## src/include/sice_consts.svh

```systemverilog
`ifndef SICE_CONSTS_SVH
`define SICE_CONSTS_SVH
// ==========================================================================
// Register byte offsets
`define SICE_OFF_IR_CTRL 8'h00
`define SICE_OFF_EXT_SEL 8'h04
`define SICE_OFF_MODE 8'h08
`define SICE_OFF_DIVIDER 8'h0C
`define SICE_OFF_TX_DATA 8'h10
`define SICE_OFF_RX_DATA 8'h14
`define SICE_OFF_STATUS 8'h18
// ==========================================================================
// Field positions
`define SICE_MODE_TX_EN 0
`define SICE_MODE_RX_EN 1
`define SICE_MODE_CLOCK_SELECT_BIT1 2
`define SICE_MODE_SCARD 3
`define SICE_MODE_EXTCLK 4
`define SICE_ST_RX_VALID 0
`define SICE_ST_OVERRUN 1
`define SICE_ST_FRAME_ERR 2
`define SICE_ST_TX_BUSY 3
`define SICE_ST_FIFO_FULL 4
`define SICE_ST_FIFO_EMPTY 5
`define SICE_RX_VALID_BIT 8
// ==========================================================================
// Reset values
`define SICE_RST_IR_CTRL 4'h0
`define SICE_RST_EXT_SEL 4'h0
`define SICE_RST_MODE 5'h00
`define SICE_RST_DIVIDER 8'h00
// ==========================================================================
// Timing counts, in basic clocks per bit and accumulator steps
`define SICE_CORE_CLK_HZ 10_000_000
`define SICE_TPB_16X 9'h010
`define SICE_TPB_8X 9'h008
`define SICE_TPB_SCARD 9'h174
`define SICE_INC_115152 16'h2C38
`define SICE_INC_460606 16'h586F
`define SICE_INC_720_32M 16'h5C29
`define SICE_INC_115196 16'h1D7D
`define SICE_INC_460784 16'h75F6
`define SICE_INC_720_16M 16'h5C29
`endif

```

## src/include/sice_pkg.sv

```systemverilog
package sice_pkg;
  typedef enum logic [1:0] {SICE_IDLE = 2'b00, SICE_START = 2'b01, SICE_DATA = 2'b10, SICE_STOP = 2'b11} sice_bit_st_t;

  typedef struct packed {
    logic [3:0] irc;
    logic [3:0] serial_extension_clock_select;
    logic [4:0] mode;
    logic [7:0] bit_rate_divider;
    logic pready;
    logic pslverr;
    logic [31:0] prdata;
    logic ext_s1;
    logic ext_s2;
    logic ext_prev;
    logic rx_s1;
    logic rx_s2;
    logic [15:0] acc;
    logic [8:0] divcnt;
    logic tick;
    sice_bit_st_t txs;
    logic [8:0] tx_sub;
    logic [2:0] tx_bit;
    logic [7:0] tx_sh;
    logic [7:0] tx_cyc;
    logic tx_pin;
    sice_bit_st_t rxs;
    logic [8:0] rx_sub;
    logic [2:0] rx_bit;
    logic [7:0] rx_sh;
    logic rx_samp;
    logic rx_seen;
    logic [7:0] rx_data;
    logic rx_valid;
    logic overrun;
    logic ferr;
  } sice_core_t;
endpackage

```

## src/rtl/sice_top.sv

```systemverilog
// Behaviour
// - Infrared enable swaps shared pins to infrared coding
// - Pulse select sets infrared high pulse width
// - Infrared control bits 3..0 read zero
// - Extension register bits 7..4 ignore writes
// - Basic clock select: 16x or 8x
// - Average source overrides multiple when clock select set
// - Source code 000 uses external clock
// - Code 001: 115.152 kbps, 16x
// - Code 010: 460.606 kbps, 8x
// - Code 011: 720 kbps at 32 MHz, 16x
// - Code 101: 115.196 kbps, 16x; 100 reserved
// - Code 110: 460.784 kbps, 16x
// - Code 111: 720 kbps at 16 MHz, 8x
// - Smart card: 372 clocks, maximum rate clock/744
// - Receiver samples bit middle on eighth pulse at 16x, fourth pulse at 8x
`timescale 1ns/1ps
`include "sice_consts.svh"

// ==========================================================================
// Transmit FIFO
module sice_fifo #(
  parameter int WIDTH = 8,
  parameter int DEPTH = 32
) (
  input wire logic core_clk_i, // Core clock
  input wire logic arst_n_i, // Asynchronous reset, active low
  input wire logic [WIDTH-1:0] in_data_i, // Write data
  input wire logic in_valid_i, // Write request
  output logic in_ready_o, // Space available
  output logic [WIDTH-1:0] out_data_o, // Head word
  output logic out_valid_o, // Head word present
  input wire logic out_ready_i // Head word taken
);
  localparam int AW = $clog2(DEPTH);
  typedef struct packed {
    logic [AW:0] wr;
    logic [AW:0] rd;
  } sice_fifo_st_t;
  sice_fifo_st_t st;
  sice_fifo_st_t next_st;
  logic [WIDTH-1:0] mem [DEPTH];
  logic [AW:0] level;

  assign level = st.wr - st.rd;
  assign in_ready_o = (level != (AW+1)'(DEPTH));
  assign out_valid_o = (st.wr != st.rd);
  assign out_data_o = mem[st.rd[AW-1:0]];

  always_comb
  begin
    next_st = st;
    if (in_valid_i && in_ready_o)
    begin
      next_st.wr = st.wr + 1'b1;
    end
    if (out_valid_o && out_ready_i)
    begin
      next_st.rd = st.rd + 1'b1;
    end
  end

  // Storage carries no reset; pointers alone define what is valid.
  always_ff @(posedge core_clk_i)
  begin
    if (in_valid_i && in_ready_o)
    begin
      mem[st.wr[AW-1:0]] <= in_data_i;
    end
  end

  always_ff @(posedge core_clk_i or negedge arst_n_i)
  begin
    if (!arst_n_i)
    begin
      st <= '0;
    end
    else
    begin
      st <= next_st;
    end
  end
endmodule

// ==========================================================================
// Serial channel with infrared coding and clock extension
module sice_top
  import sice_pkg::*;
#(
  parameter int FIFO_DEPTH = 32
) (
  input wire logic core_clk_i, // Core clock, 10 MHz
  input wire logic arst_n_i, // Asynchronous reset, active low
  input wire logic psel_i, // APB select
  input wire logic penable_i, // APB enable
  input wire logic pwrite_i, // APB direction
  input wire logic [7:0] paddr_i, // APB byte address
  input wire logic [31:0] pwdata_i, // APB write data
  output logic [31:0] prdata_o, // APB read data
  output logic pready_o, // APB ready
  output logic pslverr_o, // APB error
  input wire logic shared_rx_pin_i, // Receive pin, plain or infrared
  input wire logic ext_clk_pin_i, // External basic clock
  output logic shared_tx_pin_o // Transmit pin, plain or infrared
);
  sice_core_t st;
  sice_core_t next_st;
  logic access;
  logic fifo_in_valid;
  logic fifo_in_ready;
  logic [7:0] fifo_data;
  logic fifo_valid;
  logic fifo_pop;
  logic avg_on;
  logic ext_on;
  logic [8:0] tpb;
  logic uart_lvl;
  logic ir_lvl;
  logic ir_window;
  logic rx_line;
  logic rx_bitval;

  // ========================================================================
  // Clock source decode
  function automatic logic avg_active(input logic [4:0] mode, input logic [2:0] acs);
    avg_active = !mode[`SICE_MODE_SCARD] && mode[`SICE_MODE_CLOCK_SELECT_BIT1] && (acs != 3'b000) && (acs != 3'b100);
  endfunction

  function automatic logic [15:0] avg_inc(input logic [2:0] acs);
    case (acs)
      3'b001: avg_inc = `SICE_INC_115152;
      3'b010: avg_inc = `SICE_INC_460606;
      3'b011: avg_inc = `SICE_INC_720_32M;
      3'b101: avg_inc = `SICE_INC_115196;
      3'b110: avg_inc = `SICE_INC_460784;
      3'b111: avg_inc = `SICE_INC_720_16M;
      default: avg_inc = 16'h0000;
    endcase
  endfunction

  function automatic logic [8:0] avg_mult(input logic [2:0] acs);
    avg_mult = ((acs == 3'b010) || (acs == 3'b111)) ? `SICE_TPB_8X : `SICE_TPB_16X;
  endfunction

  assign avg_on = avg_active(st.mode, st.serial_extension_clock_select[2:0]);
  assign ext_on = st.mode[`SICE_MODE_EXTCLK] ||
                  (!st.mode[`SICE_MODE_SCARD] && st.mode[`SICE_MODE_CLOCK_SELECT_BIT1] && (st.serial_extension_clock_select[2:0] == 3'b000));

  always_comb
  begin
    if (st.mode[`SICE_MODE_SCARD])
    begin
      tpb = `SICE_TPB_SCARD;
    end
    else if (avg_on)
    begin
      tpb = avg_mult(st.serial_extension_clock_select[2:0]);
    end
    else
    begin
      tpb = st.serial_extension_clock_select[3] ? `SICE_TPB_8X : `SICE_TPB_16X;
    end
  end

  // ========================================================================
  // Line levels
  assign uart_lvl = (st.txs == SICE_START) ? 1'b0 : ((st.txs == SICE_DATA) ? st.tx_sh[0] : 1'b1);
  assign ir_window = (st.irc[2:0] == 3'b000) ? (st.tx_sub < 9'((tpb * 3) >> 4))
                                            : (st.tx_cyc < 8'(1 << st.irc[2:0]));
  assign ir_lvl = !uart_lvl && ir_window;
  // The infrared receiver idles low, so it is inverted to look like a plain line.
  assign rx_line = st.irc[3] ? !st.rx_s2 : st.rx_s2;
  assign rx_bitval = st.irc[3] ? !st.rx_seen : st.rx_samp;

  assign access = psel_i && penable_i && !st.pready;
  assign fifo_in_valid = access && pwrite_i && (paddr_i == `SICE_OFF_TX_DATA);
  // A frame starts on a basic clock tick, so its start bit is exactly as long as every other bit.
  assign fifo_pop = (st.txs == SICE_IDLE) && st.mode[`SICE_MODE_TX_EN] && fifo_valid && st.tick;

  sice_fifo #(.WIDTH(8), .DEPTH(FIFO_DEPTH)) u_fifo (
    .core_clk_i(core_clk_i),
    .arst_n_i(arst_n_i),
    .in_data_i(pwdata_i[7:0]),
    .in_valid_i(fifo_in_valid),
    .in_ready_o(fifo_in_ready),
    .out_data_o(fifo_data),
    .out_valid_o(fifo_valid),
    .out_ready_i(fifo_pop)
  );

  // ========================================================================
  // Next state
  always_comb
  begin
    next_st = st;
    next_st.ext_s1 = ext_clk_pin_i;
    next_st.ext_s2 = st.ext_s1;
    next_st.ext_prev = st.ext_s2;
    next_st.rx_s1 = shared_rx_pin_i;
    next_st.rx_s2 = st.rx_s1;
    next_st.pready = 1'b0;
    next_st.pslverr = 1'b0;
    // Basic clock tick.
    next_st.tick = 1'b0;
    if (ext_on)
    begin
      next_st.tick = st.ext_s2 && !st.ext_prev;
      next_st.acc = '0;
      next_st.divcnt = '0;
    end
    else if (avg_on)
    begin
      {next_st.tick, next_st.acc} = {1'b0, st.acc} + {1'b0, avg_inc(st.serial_extension_clock_select[2:0])};
      next_st.divcnt = '0;
    end
    else
    begin
      next_st.acc = '0;
      // Two core clocks per divider step
      if (st.divcnt >= {st.bit_rate_divider, 1'b1})
      begin
        next_st.divcnt = '0;
        next_st.tick = 1'b1;
      end
      else
      begin
        next_st.divcnt = st.divcnt + 9'h001;
      end
    end
    // Register access; a full FIFO stalls the write by holding pready low.
    if (access && !(fifo_in_valid && !fifo_in_ready))
    begin
      next_st.pready = 1'b1;
      next_st.prdata = '0;
      case (paddr_i)
        `SICE_OFF_IR_CTRL:
        begin
          next_st.prdata[7:4] = st.irc;
          if (pwrite_i)
          begin
            next_st.irc = pwdata_i[7:4];
          end
        end
        `SICE_OFF_EXT_SEL:
        begin
          next_st.prdata[3:0] = st.serial_extension_clock_select;
          if (pwrite_i)
          begin
            next_st.serial_extension_clock_select = pwdata_i[3:0];
          end
        end
        `SICE_OFF_MODE:
        begin
          next_st.prdata[4:0] = st.mode;
          if (pwrite_i)
          begin
            next_st.mode = pwdata_i[4:0];
          end
        end
        `SICE_OFF_DIVIDER:
        begin
          next_st.prdata[7:0] = st.bit_rate_divider;
          if (pwrite_i)
          begin
            next_st.bit_rate_divider = pwdata_i[7:0];
          end
        end
        `SICE_OFF_TX_DATA:
        begin
          next_st.prdata = '0;
        end
        `SICE_OFF_RX_DATA:
        begin
          next_st.prdata[8:0] = {st.rx_valid, st.rx_data};
          if (!pwrite_i)
          begin
            next_st.rx_valid = 1'b0;
          end
        end
        `SICE_OFF_STATUS:
        begin
          next_st.prdata[5:0] = {!fifo_valid, !fifo_in_ready, (st.txs != SICE_IDLE), st.ferr, st.overrun, st.rx_valid};
          if (pwrite_i)
          begin
            next_st.overrun = st.overrun && !pwdata_i[`SICE_ST_OVERRUN];
            next_st.ferr = st.ferr && !pwdata_i[`SICE_ST_FRAME_ERR];
          end
        end
        default:
        begin
          next_st.pslverr = 1'b1;
        end
      endcase
    end
    // Transmitter.
    if (fifo_pop)
    begin
      next_st.txs = SICE_START;
      next_st.tx_sh = fifo_data;
      next_st.tx_sub = '0;
      next_st.tx_cyc = '0;
      next_st.tx_bit = '0;
    end
    else if (st.txs != SICE_IDLE)
    begin
      next_st.tx_cyc = (st.tx_cyc == 8'hFF) ? st.tx_cyc : st.tx_cyc + 8'h01;
      if (st.tick)
      begin
        next_st.tx_sub = st.tx_sub + 9'h001;
        if (st.tx_sub >= tpb - 9'h001)
        begin
          next_st.tx_sub = '0;
          next_st.tx_cyc = '0;
          case (st.txs)
            SICE_START: next_st.txs = SICE_DATA;
            SICE_DATA:
            begin
              next_st.tx_sh = {1'b1, st.tx_sh[7:1]};
              next_st.tx_bit = st.tx_bit + 3'h1;
              if (st.tx_bit == 3'h7)
              begin
                next_st.txs = SICE_STOP;
              end
            end
            default: next_st.txs = SICE_IDLE;
          endcase
        end
      end
    end
    next_st.tx_pin = st.irc[3] ? ir_lvl : uart_lvl;
    // Receiver.
    if (!st.mode[`SICE_MODE_RX_EN])
    begin
      next_st.rxs = SICE_IDLE;
    end
    else if (st.rxs == SICE_IDLE)
    begin
      if (!rx_line)
      begin
        next_st.rxs = SICE_START;
        next_st.rx_sub = '0;
        next_st.rx_bit = '0;
        next_st.rx_seen = 1'b1;
        next_st.rx_samp = 1'b1;
      end
    end
    else
    begin
      if (!rx_line)
      begin
        next_st.rx_seen = 1'b1;
      end
      if (st.tick)
      begin
        next_st.rx_sub = st.rx_sub + 9'h001;
        if (st.rx_sub == (tpb >> 1) - 9'h001)
        begin
          next_st.rx_samp = rx_line;
        end
        if (st.rx_sub >= tpb - 9'h001)
        begin
          next_st.rx_sub = '0;
          next_st.rx_seen = 1'b0;
          case (st.rxs)
            SICE_START: next_st.rxs = rx_bitval ? SICE_IDLE : SICE_DATA;
            SICE_DATA:
            begin
              next_st.rx_sh = {rx_bitval, st.rx_sh[7:1]};
              next_st.rx_bit = st.rx_bit + 3'h1;
              if (st.rx_bit == 3'h7)
              begin
                next_st.rxs = SICE_STOP;
              end
            end
            default:
            begin
              // An event here wins over a software clear in the same cycle.
              next_st.rxs = SICE_IDLE;
              if (!rx_bitval)
              begin
                next_st.ferr = 1'b1;
              end
              else if (st.rx_valid && next_st.rx_valid)
              begin
                next_st.overrun = 1'b1;
              end
              else
              begin
                next_st.rx_data = st.rx_sh;
                next_st.rx_valid = 1'b1;
              end
            end
          endcase
        end
      end
    end
  end

  always_ff @(posedge core_clk_i or negedge arst_n_i)
  begin
    if (!arst_n_i)
    begin
      st <= '0;
      st.irc <= `SICE_RST_IR_CTRL;
      st.serial_extension_clock_select <= `SICE_RST_EXT_SEL;
      st.mode <= `SICE_RST_MODE;
      st.bit_rate_divider <= `SICE_RST_DIVIDER;
      st.tx_pin <= 1'b1;
      st.tx_sh <= 8'hFF;
      st.rx_samp <= 1'b1;
    end
    else
    begin
      st <= next_st;
    end
  end

  assign prdata_o = st.prdata;
  assign pready_o = st.pready;
  assign pslverr_o = st.pslverr;
  assign shared_tx_pin_o = st.tx_pin;
endmodule

```

## config.mk

```make
export PLATFORM = sky130hd
export DESIGN_NAME = sice_top
export DESIGN_NICKNAME = d
export VERILOG_FILES = /design/src/include/sice_pkg.sv /design/src/rtl/sice_top.sv
export VERILOG_INCLUDE_DIRS = /design/src /design/src/include
export SDC_FILE = /design/constraint.sdc
export NUM_CORES = 1
export LEC_CHECK = 0
export BUFFER_PORTS_ARGS = -buffer_cell sky130_fd_sc_hd__clkbuf_2
export CORE_UTILIZATION = 42
export CTS_BUF_LIST = sky130_fd_sc_hd__clkbuf_16
export DETAILED_ROUTE_END_ITERATION = 10
export GPL_ROUTABILITY_DRIVEN = 0
export SETUP_SLACK_MARGIN = 0.3
export SYNTH_ARGS = -nofsm -noshare
export SYNTH_HDL_FRONTEND = slang
export SYNTH_SLANG_ARGS = --single-unit
```

## constraint.sdc

```tcl
create_clock -name core_clk_i -period 7.1 [get_ports core_clk_i]
set_input_delay 1.42 -clock core_clk_i [delete_from_list [all_inputs] [get_ports core_clk_i]]
set_output_delay 1.42 -clock core_clk_i [all_outputs]
set_load 0.05 [all_outputs]
```

; ---- Word-level counts from Yosys, hierarchy flattened
; Memory sizes are Yosys's and may differ from the RTL's.
; Index checks and enable logic that the tools add are counted.
[totals]
input_bits = 47
regBits = 141
ramBits = 256
out_inout_bits = 35
n_memories = 1
wordCells = 210
[memory_table]
columns = memory, depth, word_bits, rd, rd_ports_with_merged_regs, write_ports, line_no
row1 = u_fifo.mem, 32, 8, 1, 0, 1, sice_top.sv:42  ; logic [WIDTH-1:0] mem [DEPTH];
[op_classes]
eq_ne = 29
shifts = 1
n_bitwise = 3
reduce_logical = 65
magnitude_cmp = 5
mul = 1
add_sub_neg = 12
n_mux = 60
[ops]
columns = op, n
row1 = $mux W30, 4
row2 = $pmux W15 S5, 1
row3 = $mux W26, 2
row4 = $mux W35, 1
row5 = $mux W34, 1
row6 = $mux W11, 3
row7 = $mux W16, 2
row8 = $mux W14, 2
row9 = $add A9 B1 Y9 const B, 3
row10 = $ge A9 B9 Y1, 3
row11 = $mux W9, 3
row12 = $eq A8 B5 Y1 const B, 3
row13 = $mux W22, 1
row14 = $logic_and A1 B1 Y1, 20
row15 = $pmux W4 S5, 1
row16 = $reduce_bool A2 Y1, 9
row17 = $add A16 B16 Y17, 1
row18 = $mux W1, 17
row19 = $eq A8 B4 Y1 const B, 2
row20 = $mux W2, 8
row21 = $reduce_and A4 Y1, 4
row22 = $eq A3 B3 Y1 const B, 5
row23 = $mux W5, 3
row24 = $reduce_and A3 Y1, 5
row25 = 44 further kinds, 72

; ---- Longest topological paths before layout
; Gate-level depths: netlist of the first run.
[depth]
depth_word = 16
mapped_depth = 12
mapped_depth_nobuf = 11

; ---- Cells and area by module
; From an unflattened synthesis of the first run, not the netlist that was laid out.
[unflattened]
hier_cells = 1300
area_unflattened_um2 = 18519.0
[by_module_without_submodules]
columns = mod, cells_per_inst, instances, area_each_um2
row1 = sice_fifo, 506, 1, 10721.5
row2 = sice_top, 794, 1, 7797.5

; ---- Worst setup path before layout of the first run
; OpenSTA, ideal clock, no wires.
[synth_timing]
path_type = in2reg
startpoint = input port paddr_i[5]
endpoint = memory u_fifo.mem[0][0] (enable)
arrival_time_ps = 2915
path_buffers = 1
path_stages = 6
slack_ps = 3815
path_cell_list = nor4b_2 and3_1 and2_1 buf_2 o211ai_1 nor2_1
[synth_via]
elab_chain_cells = 5
[synth_rtl]
columns = item, line_no
row1 = start: declaration, sice_top.sv:97  ; input wire logic [7:0] paddr_i,
row2 = $eq A8 B5 Y1, -
row3 = $logic_and A1 B1 Y1, sice_top.sv:176  ; assign fifo_in_valid = access && pwrite_i && (paddr_i == `SICE_OFF_TX_DATA);
row4 = $logic_and A1 B1 Y1, sice_top.sv:66  ; if (in_valid_i && in_ready_o)
row5 = $mux W1, sice_top.sv:66
row6 = $mux W1 (not written as such), sice_top.sv:68  ; mem[st.wr[AW-1:0]] <= in_data_i;
row7 = end: declaration, sice_top.sv:42
; No other way between the ends.

; ---- Final worst setup path of the first run
[layout_timing]
startpoint = register u_fifo.st[3] (netlist bit)
endpoint = memory u_fifo.mem[30][2] (enable)
[layout_via]
elab_chain_cells = 5
[layout_rtl]
columns = item, line_no
row1 = start: declaration, sice_top.sv:40  ; sice_fifo_st_t st;
row2 = start signal: assignment, sice_top.sv:80  ; st <= next_st;
row3 = $sub A6 B6 Y6, sice_top.sv:45  ; assign level = st.wr - st.rd;
row4 = $ne A6 B6 Y1, sice_top.sv:46  ; assign in_ready_o = (level != (AW+1)'(DEPTH));
row5 = $logic_and A1 B1 Y1, sice_top.sv:66
row6 = $mux W1, sice_top.sv:66
row7 = $mux W1 (not written as such), sice_top.sv:68
; No other way between the ends.

==> impl_metrics.py, run 1 <==
metrics = {
    "run_status": {
        "status": "finished clean",
    },
    "yosys": {
        "synth_ff_type": "edfxtp_1",
        "postSynthAreaPerCell_um2": 13.6,
        "syn_area_um2": 18600,
        "ys_seq_area_share_pct": 60.4,
        "yosysUniqueCellTypes": 77,
        "synth-edff-count": 256,
        "async_flop_share_pct": 35.5,
        "syn_inst": 1363,
        "yosys_register_bits": 397,
        "ys_warn_count": 0,
    },
    "clock_tree": {
        "cts_buffers": 41,
        "cts_max_path_buffers": 3,
        "cts_htree_levels": 2,
        "cts-root-buf": "clkbuf_16",
        "clk_pin_slew_worst_paths_ns": 0.06,
        "clock_sinks": 397,
        "hold_buffers": 0,
        "clk_latency_ns": 0.55,
        "cts_tree": "yes",
        "cts_resized": 0,
        "postCtsSetupRepairBufs": 0,
    },
    "timing": {
        "min_period_ns": 4.00,
        "whs_ns": 0.341,
        "setup_tns_ns": 0,
        "hold_viol": 0,
        "drv_slew": 0,
        "setup_viol_count_final": 0,
        "skew_ns": 0.0243,
        "tightest_slew_ns": 1.25,
        "finalCritPeriodShare_pct": 56.3,
        "rsz0062_at_grt": "no",
        "slew_headroom_pct": 16.1,
        "max_freq_mhz": 250,
    },
    "global_routing": {
        "grt_pass1_wl_mm": 63.6,
        "use_met2_pct": 30.7,
        "grt_pass1_vias": 11028,
        "use_met1_pct": 25.9,
        "antenna_found_initial": 1,
        "grtUsageMet3_pct": 2.50,
        "grt_usage_pct": 18.6,
        "grt_max_degree": 75,
        "grt_overflow": 0,
        "grt.busiest_layer": "met2",
    },
    "place": {
        "io_buffers": 34,
        "place_area_um2": 19200,
        "dpl.hpwl_mm": 26.7,
        "dp.cells": 1931,
    },
    "cells_and_area": {
        "design_area_um2": 20600,
        "multiInputGateArea_um2": 6810,
        "final.fill_count": 3848,
        "fin_cells": 2008,
        "area_delta_synth_final_pct": 10.8,
        "nets": 1507,
        "seq_area_um2": 11200,
        "drive_above_1_share_pct": 15.8,
    },
    "die": {
        "pin_count": 82,
        "row_count": 76,
        "start_util_pct": 42.9,
        "die_y_um": 212,
        "die-width_um": 212,
        "coreArea_um2": 43400,
        "dieArea_um2": 45100,
    },
    "detailed_routing": {
        "drt-pass1-iter-count": 4,
        "wl_per_cell_um": 20.3,
        "viasPerCell": 5.50,
        "finalWirelength_mm": 40.7,
        "ant_nets": 0,
        "vias": 11053,
        "dr.first_iter.drc_count": 654,
        "drc_errors": 0,
    },
    "pwr": {
        "power.density_nw_per_um2": 259,
        "switching_share_pct": 24.0,
        "clkPwrFrac_pct": 42.0,
        "vdd_drop_max_v": 0.000148,
        "pwr-share-seq_pct": 49.5,
        "p_int_mw": 4.06,
        "switchingPower_mw": 1.28,
        "comb_power_share_pct": 8.5,
        "cellLeakagePower_nw": 7.72,
    },
    "worst_setup_path": {
        "critPathLaunchType": "flip-flop",
        "arrival_ns": 4.18,
        "required_ns": 7.28,
        "cp_max_fo": 18,
        "end_kind": "flip-flop",
        "path_class": "reg -> reg",
    },
    "job": {
        "drv_cap": 0,
    },
    "hold_path": {
        "min_path_type": "reg -> reg",
    },
}
## layout make-up
type | count | area share [%]
repair buffers | 44 | 1.22
inverters | 43 | 0.783
diodes | 1 | 0.0121
clock inverters | 34 | 1.78
clock buffers | 42 | 5.10
well taps | 585 | 3.55
multi-input cells | 862 | 33.1
flip-flops and latches | 397 | 54.5
## kinds of logic (layout without fill, tap and decap cells)
family	count (synthesis)	in the layout	share of synthesized area [%]
xor gates and xnor gates	46	46	2.25
and+or+nand+nor	336	336	8.98
adders and majority gates	71	71	4.82
buffers and inverters	127	163	3.48
muxes	157	157	11.5
DFF	397	397	60.4
other	2	26	0.0404
AOI/OAI and AO/OA	227	227	8.62
## synth_stat cells, types with 5 or more instances
cell       instances  area, µm²
buf_4             37        278
dfrtp_1          131       3280
o2111ai_1          6       52.6
a211oi_1           5       37.5
edfxtp_1         256       7690
xnor2_1           21        184
nor2b_1           10       62.6
nand3b_1           9       67.6
nor3b_1            5       37.5
mux2_2            48        541
and2_1             8       50.1
clkbuf_1          31        116
a22oi_1           28        210
a22o_1            17        149
o31ai_1            6       45.0
buf_2             11       55.1
a221o_1            6       60.1
xor2_1            23        201
nor2_1           103        387
inv_1             42        158
o211ai_1           7       52.6
nand2b_1          13       81.3
nand2_1           58        218
a21o_1            14        105
o21a_1             6       45.0
nor4_1             6       37.5
nand3_1           48        240
dfstp_2           10        263
a31oi_1           20        125
and3_1            14       87.6
nor3_1            25        125
ha_1              70        876
a21oi_1           37        185
mux4_2            40        901
o21ai_0           32        160
nand4_1           20        125
mux2i_1           69        691
## metal layers
| metal | part of all wire [%] | routed length (µm) |
|---|---|---|
| met5 | 0 | 0 |
| met2 | 49 | 19900 |
| met1 | 45 | 18200 |
| met3 | 4.1 | 1680 |
| met4 | 2.3 | 922 |
## state kept, by name, indices dropped and copies added, names as in the netlist
register         count
u_fifo.mem         256
st                 114
pready_o             1
u_fifo.st           12
shared_tx_pin_o      1
pslverr_o            1
next_st              3
prdata_o             9
## per-stage QoR
stage	setup slack (ns)	util, %	total power [mW]
finish	3.10	47.5	5.34
global route	2.81	47.5	5.55
CTS	3.14	47.5	5.39
detailed placement	2.69	44.3	3.14
global placement	2.68	44.3	3.13
floorplan	3.81	-	3.00
## power by group through the flow
stage	logic, mW	clock network, mW	registers [mW]
final	0.454	2.24	2.64
after global routing	0.519	2.38	2.65
after CTS	0.458	2.29	2.64
after detailed placement	0.456	0	2.69
after global placement	0.443	0	2.69
after floorplan	0.346	0	2.65
## final timing paths
| kind | from | slack [ns] | to | depth (start not counted) |
|---|---|---|---|---|
| max | u_fifo.st[3] | 3.10 | u_fifo.mem[30][2] | 8 |
| min | next_st[92] | 0.34 | st[92] | 0 |
| max reg2reg | u_fifo.st[3] | 3.10 | u_fifo.mem[30][2] | 8 |
| min reg2reg | next_st[92] | 0.34 | st[92] | 0 |
| max in group asynchronous | arst_n_i | 4.76 | u_fifo.st[0] | 2 |
| min in group asynchronous | arst_n_i | 0.90 | prdata_o[6] | 1 |
## cells in the final DEF, fill, tap and decap left out, types with 25 or more instances in the layout
master     netlist  routed
edfxtp_1       256     256
dfrtp_1        131     130
nor2_1         103     103
ha_1            70      70
mux2i_1         69      69
nand2_1         58      58
inv_1           42      48
nand3_1         48      48
mux2_2          48      48
clkbuf_16        0      42
mux4_2          40      40
a21oi_1         37      37
clkbuf_2         0      33
o21ai_0         32      32
a22oi_1         28      28
nor3_1          25      25
conb_1           2      25
## critical path, stage by stage, from the launching register on
cell	delay (ns)
dfrtp_1	0.82
inv_1	0.14
ha_1	0.40
o21ai_0	0.10
a21oi_1	0.14
o22ai_1	0.13
xnor2_2	0.43
o211ai_1	0.61
nor2_1	0.85
No activity file was read; power rests on OpenSTA's default activity.
==> run 2: changes to the inputs <==
==> constraint.sdc (replaced) <==
create_clock -name core_clk_i -period 3.93 [get_ports core_clk_i]
set_input_delay 0.786 -clock core_clk_i [delete_from_list [all_inputs] [get_ports core_clk_i]]
set_output_delay 0.786 -clock core_clk_i [all_outputs]
set_load 0.05 [all_outputs]
==> run 2 against run 1 <==
  * Clock power up 81%
  * First-iteration DRC count up 15%
  * Die area unchanged
  * Design area up 1.7%
  * Core utilization up 0.80 points
  * Combinational power up 82%
  * Sequential power up 81%
  * Routed wire length up 2.3%
  * Clock-buffer cell count up 3
  * Non-clock buffer count up 41
  * Worst setup slack worse by 2.4 ns
  * Highest routed layer is now met5
==> impl_metrics.py, run 2 (same netlist as run 1, synthesis figures left out) <==
metrics = {
    "timing": {
        "setup_viol_count_final": 0,
        "min_period_ns": 3.25,
        "drv_slew": 0,
        "rsz0062_at_grt": "no",
        "tightest_slew_ns": 0.953,
        "max_freq_mhz": 308,
        "slew_headroom_pct": 36.5,
        "finalCritPeriodShare_pct": 82.6,
        "skew_ns": 0.0229,
        "setup_tns_ns": 0,
        "hold_viol": 0,
    },
    "cells_and_area": {
        "largest_reg_flops": 256,
        "antenna_cells": 0,
        "area_delta_synth_final_pct": 12.6,
        "nets": 1551,
        "final_cell_mix": "256 x edfxtp_1, 130 x dfrtp_1, 103 x nor2_1, 70 x ha_1, 69 x mux2i_1",
        "layout_commonest_cell": "edfxtp_1",
        "design_area_um2": 21000,
        "drive_above_1_share_pct": 18.2,
        "utilization_pct": 48.3,
    },
    "worst_setup_path": {
        "required_ns": 4.39,
        "cp_max_fo": 9,
        "path_class": "reg -> reg",
        "reg2reg_depth": 9,
        "critPathLaunchType": "flip-flop",
        "arrival_ns": 3.71,
        "end_kind": "flip-flop",
        "rr_endpoint": "st[8]",
        "r2r_start": "st[146]",
        "reg2reg_slack_ns": 0.68,
    },
    "detailed_routing": {
        "vias": 11259,
        "drt-pass1-iter-count": 5,
        "finalWirelength_mm": 41.7,
        "dr.first_iter.drc_count": 753,
        "viasPerCell": 5.49,
        "ant_nets": 0,
        "drc_errors": 0,
        "wl_per_cell_um": 20.3,
    },
    "die": {
        "die-width_um": 212,
        "die_y_um": 212,
        "pin_count": 82,
        "dieArea_um2": 45100,
        "coreArea_um2": 43400,
        "start_util_pct": 42.9,
        "row_count": 76,
    },
    "global_routing": {
        "grt.busiest_layer": "met2",
        "use_met1_pct": 26.4,
        "grt_overflow": 0,
        "grt_pass1_wl_mm": 65.1,
        "grt_pass1_vias": 11285,
        "antenna_found_initial": 1,
        "grt_usage_pct": 19.1,
        "grtUsageMet3_pct": 3.75,
        "use_met2_pct": 30.5,
        "grt_max_degree": 98,
    },
    "clock_tree": {
        "hold_buffers": 0,
        "clock_sinks": 397,
        "cts_htree_levels": 2,
        "clk_latency_ns": 0.58,
        "clk_pin_slew_worst_paths_ns": 0.06,
        "cts_buffers": 44,
        "cts-root-buf": "clkbuf_16",
        "cts_tree": "yes",
        "cts_max_path_buffers": 3,
    },
    "place": {
        "io_buffers": 34,
        "place_area_um2": 19500,
        "dpl.hpwl_mm": 26.9,
    },
    "job": {
        "drv_cap": 0,
    },
    "pwr": {
        "vdd_drop_max_v": 0.000265,
        "cellLeakagePower_nw": 7.94,
        "power.density_nw_per_um2": 461,
    },
    "run_status": {
        "status": "finished clean",
    },
    "hold_path": {
        "min_path_type": "in -> async",
    },
}
## run 2: area by class of cell
class                      count  area, µm²
fill                        3828      22400
sequential                   397      11200
multi-input combinational    862       6820
clock buffer                  45       1130
tap                          585        732
timing repair buffer          85        584
clock inverter                34        303
inverter                      43        161
## run 2: layer usage
layer,vias up,routed length (µm)
li1,5286,-
met1,5666,18800
met2,242,19700
met3,63,2220
met4,2,993
met5,-,13
## run 2: critical path: stages (launching register included)
cell	delay [ns]
dfrtp_1	0.52
inv_1	0.19
a31oi_1	0.25
o2111ai_1	0.30
ha_1	0.39
nand4_1	0.07
a2bb2oi_1	0.18
o21ai_2	0.37
and3_1	0.47
mux2_2	0.39
## run 2: repair_timing
item | in CTS | in global routing
setup buffers | 0 | 0
setup endpoints to repair | 0 | 8
endpoints found under the hold margin | 0 | 0
gates resized for setup | 0 | 1
## run 2: how the worst max path moves through the flow
| stage | endpoint | startpoint | cells past startpoint |
|---|---|---|---|
| finish | st[8] | st[146] | 9 |
| global route | st[16] | st[146] | 10 |
| CTS | st[8] | st[146] | 9 |
| detailed placement | st[8] | st[146] | 9 |
| global placement | st[10] | st[146] | 9 |
| floorplan | u_fifo.mem[0][0] | u_fifo.st[3] | 10 |
## run 2: where the power goes
part	switching, mW	internal [mW]	total (mW)	leakage (nW)
Sequential	0.180	4.60	4.78	4.14
Clock	1.70	2.35	4.05	0.716
Combinational	0.508	0.319	0.827	3.08
## run 2: per-stage QoR
stage	setup slack (ns)	std cells	hold WS (ns)	power [mW]
after floorplan	0.906	1386	0.331	5.42
after global placement	0.600	1972	0.336	5.65
after detailed placement	0.527	1972	0.338	5.68
after CTS	0.512	2051	0.283	9.75
after global routing	0.435	2051	0.287	10.0
final	0.683	2051	0.275	9.66
==> run 3: changes to the inputs <==
==> constraint.sdc (replaced) <==
create_clock -name core_clk_i -period 3.4 [get_ports core_clk_i]
set_input_delay 0.68 -clock core_clk_i [delete_from_list [all_inputs] [get_ports core_clk_i]]
set_output_delay 0.68 -clock core_clk_i [all_outputs]
set_load 0.05 [all_outputs]
==> run 3 against run 2 <==
  * Clock skew is 0.0061 ns lower
  * Maximum frequency rose by 11%
  * Combinational power rose by 16%
  * Sequential power increased by 15%
  * Hold slack worse by 0.13 ns
  * Global-route usage barely moved
==> impl_metrics.py, run 3 (same netlist as run 1, synthesis figures left out) <==
metrics = {
    "global_routing": {
        "grt_usage_pct": 19.1,
        "grt_max_degree": 80,
        "grt_overflow": 0,
        "grt_pass1_vias": 11447,
        "grt_pass1_wl_mm": 65.3,
        "antenna_found_initial": 1,
    },
    "place": {
        "dp_slack_ns": 0.338,
        "io_buffers": 34,
        "dpl.hpwl_mm": 27.3,
        "place_area_um2": 19600,
        "dp.cells": 1985,
    },
    "clock_tree": {
        "clock_sinks": 397,
        "clk_pin_slew_worst_paths_ns": 0.06,
        "cts_max_path_buffers": 3,
        "postCtsSetupRepairBufs": 0,
        "hold_buffers": 0,
        "cts-root-buf": "clkbuf_16",
        "clk_latency_ns": 0.59,
        "cts_buffers": 44,
        "cts_htree_levels": 2,
        "cts_tree": "yes",
    },
    "detailed_routing": {
        "drt-pass1-iter-count": 5,
        "ant_nets": 0,
        "wl_per_cell_um": 20.2,
        "drc_errors": 0,
        "viasPerCell": 5.46,
        "dr.first_iter.drc_count": 698,
        "vias": 11273,
        "finalWirelength_mm": 41.8,
    },
    "job": {
        "drv_cap": 0,
    },
    "die": {
        "pin_count": 82,
        "coreArea_um2": 43400,
        "row_count": 76,
        "die-width_um": 212,
        "die_y_um": 212,
        "dieArea_um2": 45100,
        "start_util_pct": 42.9,
    },
    "worst_setup_path": {
        "arrival_ns": 3.37,
        "reg2reg_slack_ns": 0.48,
        "cp_max_fo": 10,
        "end_kind": "flip-flop",
        "required_ns": 3.85,
        "critPathLaunchType": "flip-flop",
        "reg2reg_depth": 10,
        "path_class": "reg -> reg",
    },
    "timing": {
        "finalCritPeriodShare_pct": 85.8,
        "setup_viol_count_final": 0,
        "setup_tns_ns": 0,
        "min_period_ns": 2.92,
        "fin_ws_ns": 0.481,
        "whs_ns": 0.145,
        "skew_ns": 0.0168,
        "drv_slew": 0,
        "rsz0062_at_grt": "no",
        "max_freq_mhz": 343,
        "hold_viol": 0,
        "tightest_slew_ns": 0.923,
        "slew_headroom_pct": 38.5,
    },
    "cells_and_area": {
        "fin_cells": 2066,
        "design_area_um2": 21000,
        "utilization_pct": 48.5,
        "drive_above_1_share_pct": 19.1,
        "area_delta_synth_final_pct": 13.1,
        "largest_reg_flops": 256,
        "nets": 1564,
        "layout_commonest_cell": "edfxtp_1",
        "final_cell_mix": "256 x edfxtp_1, 130 x dfrtp_1, 103 x nor2_1, 70 x ha_1, 69 x mux2i_1",
        "final.fill_count": 3806,
    },
    "pwr": {
        "power_mw": 11.1,
        "vdd_drop_max_v": 0.000338,
        "cellLeakagePower_nw": 8.01,
        "power.density_nw_per_um2": 529,
    },
    "run_status": {
        "status": "finished clean",
    },
    "hold_path": {
        "min_path_type": "in -> async",
    },
}
[run 3: cell count changes in the layout (fill, tap and decap cells not counted), sizes merged]
cell | before | now
diode | 0 | 1
buf | 52 | 65
clkbuf | 78 | 77
inv | 51 | 54
clkinv | 19 | 18
[run 3: area by class of cell]
cell class              instances  area [µm²]  area share [%]
flip-flops and latches        397       11200            53.4
multi-input cells             862        6830            32.5
clock buffers                  44        1100            5.23
well taps                     585         732            3.48
repair buffers                 98         682            3.24
clock inverters                36         304            1.44
inverters                      43         161           0.767
diodes                          1        2.50          0.0119
[run 3: worst paths after layout]
check                           startpoint     endpoint
max                                st[147]       st[65]
min                               arst_n_i       st[69]
max reg2reg                        st[147]       st[65]
min reg2reg                    next_st[92]       st[92]
max in group asynchronous         arst_n_i       st[12]
min in group core_clk_i    shared_rx_pin_i  next_st[92]
[run 3: what timing repair did]
item,in CTS,in global routing
setup endpoints to repair,0,92
hold endpoints to repair,0,0
gates resized for setup,0,5
[run 3: power by group]
| part | internal (mW) | switching (mW) | total, mW |
|---|---|---|---|
| clock | 2.68 | 1.98 | 4.66 |
| sequential | 5.31 | 0.202 | 5.52 |
| combinational | 0.374 | 0.587 | 0.961 |
[run 3: worst max-delay path: stages, from the launching register on]
cell and delay, ns:
dfrtp_1 0.40, nor2b_1 0.14, a31oi_1 0.19, o2111ai_1 0.28, buf_4 0.25, ha_1 0.27
o2111ai_1 0.12, a31o_2 0.27, a31oi_2 0.50, o21ai_1 0.20, mux2i_1 0.16
[run 3: layer usage]
| metal | global-route usage [%] | share of wire [%] | routed length [µm] | vias to the layer above |
|---|---|---|---|---|
| met5 | 0 | 0 | 0 | - |
| met4 | 7.52 | 3.0 | 1260 | 0 |
| met3 | 3.71 | 5.4 | 2250 | 85 |
| met2 | 30.2 | 47 | 19600 | 238 |
| met1 | 26.0 | 45 | 18700 | 5649 |
| li1 | - | - | - | 5301 |
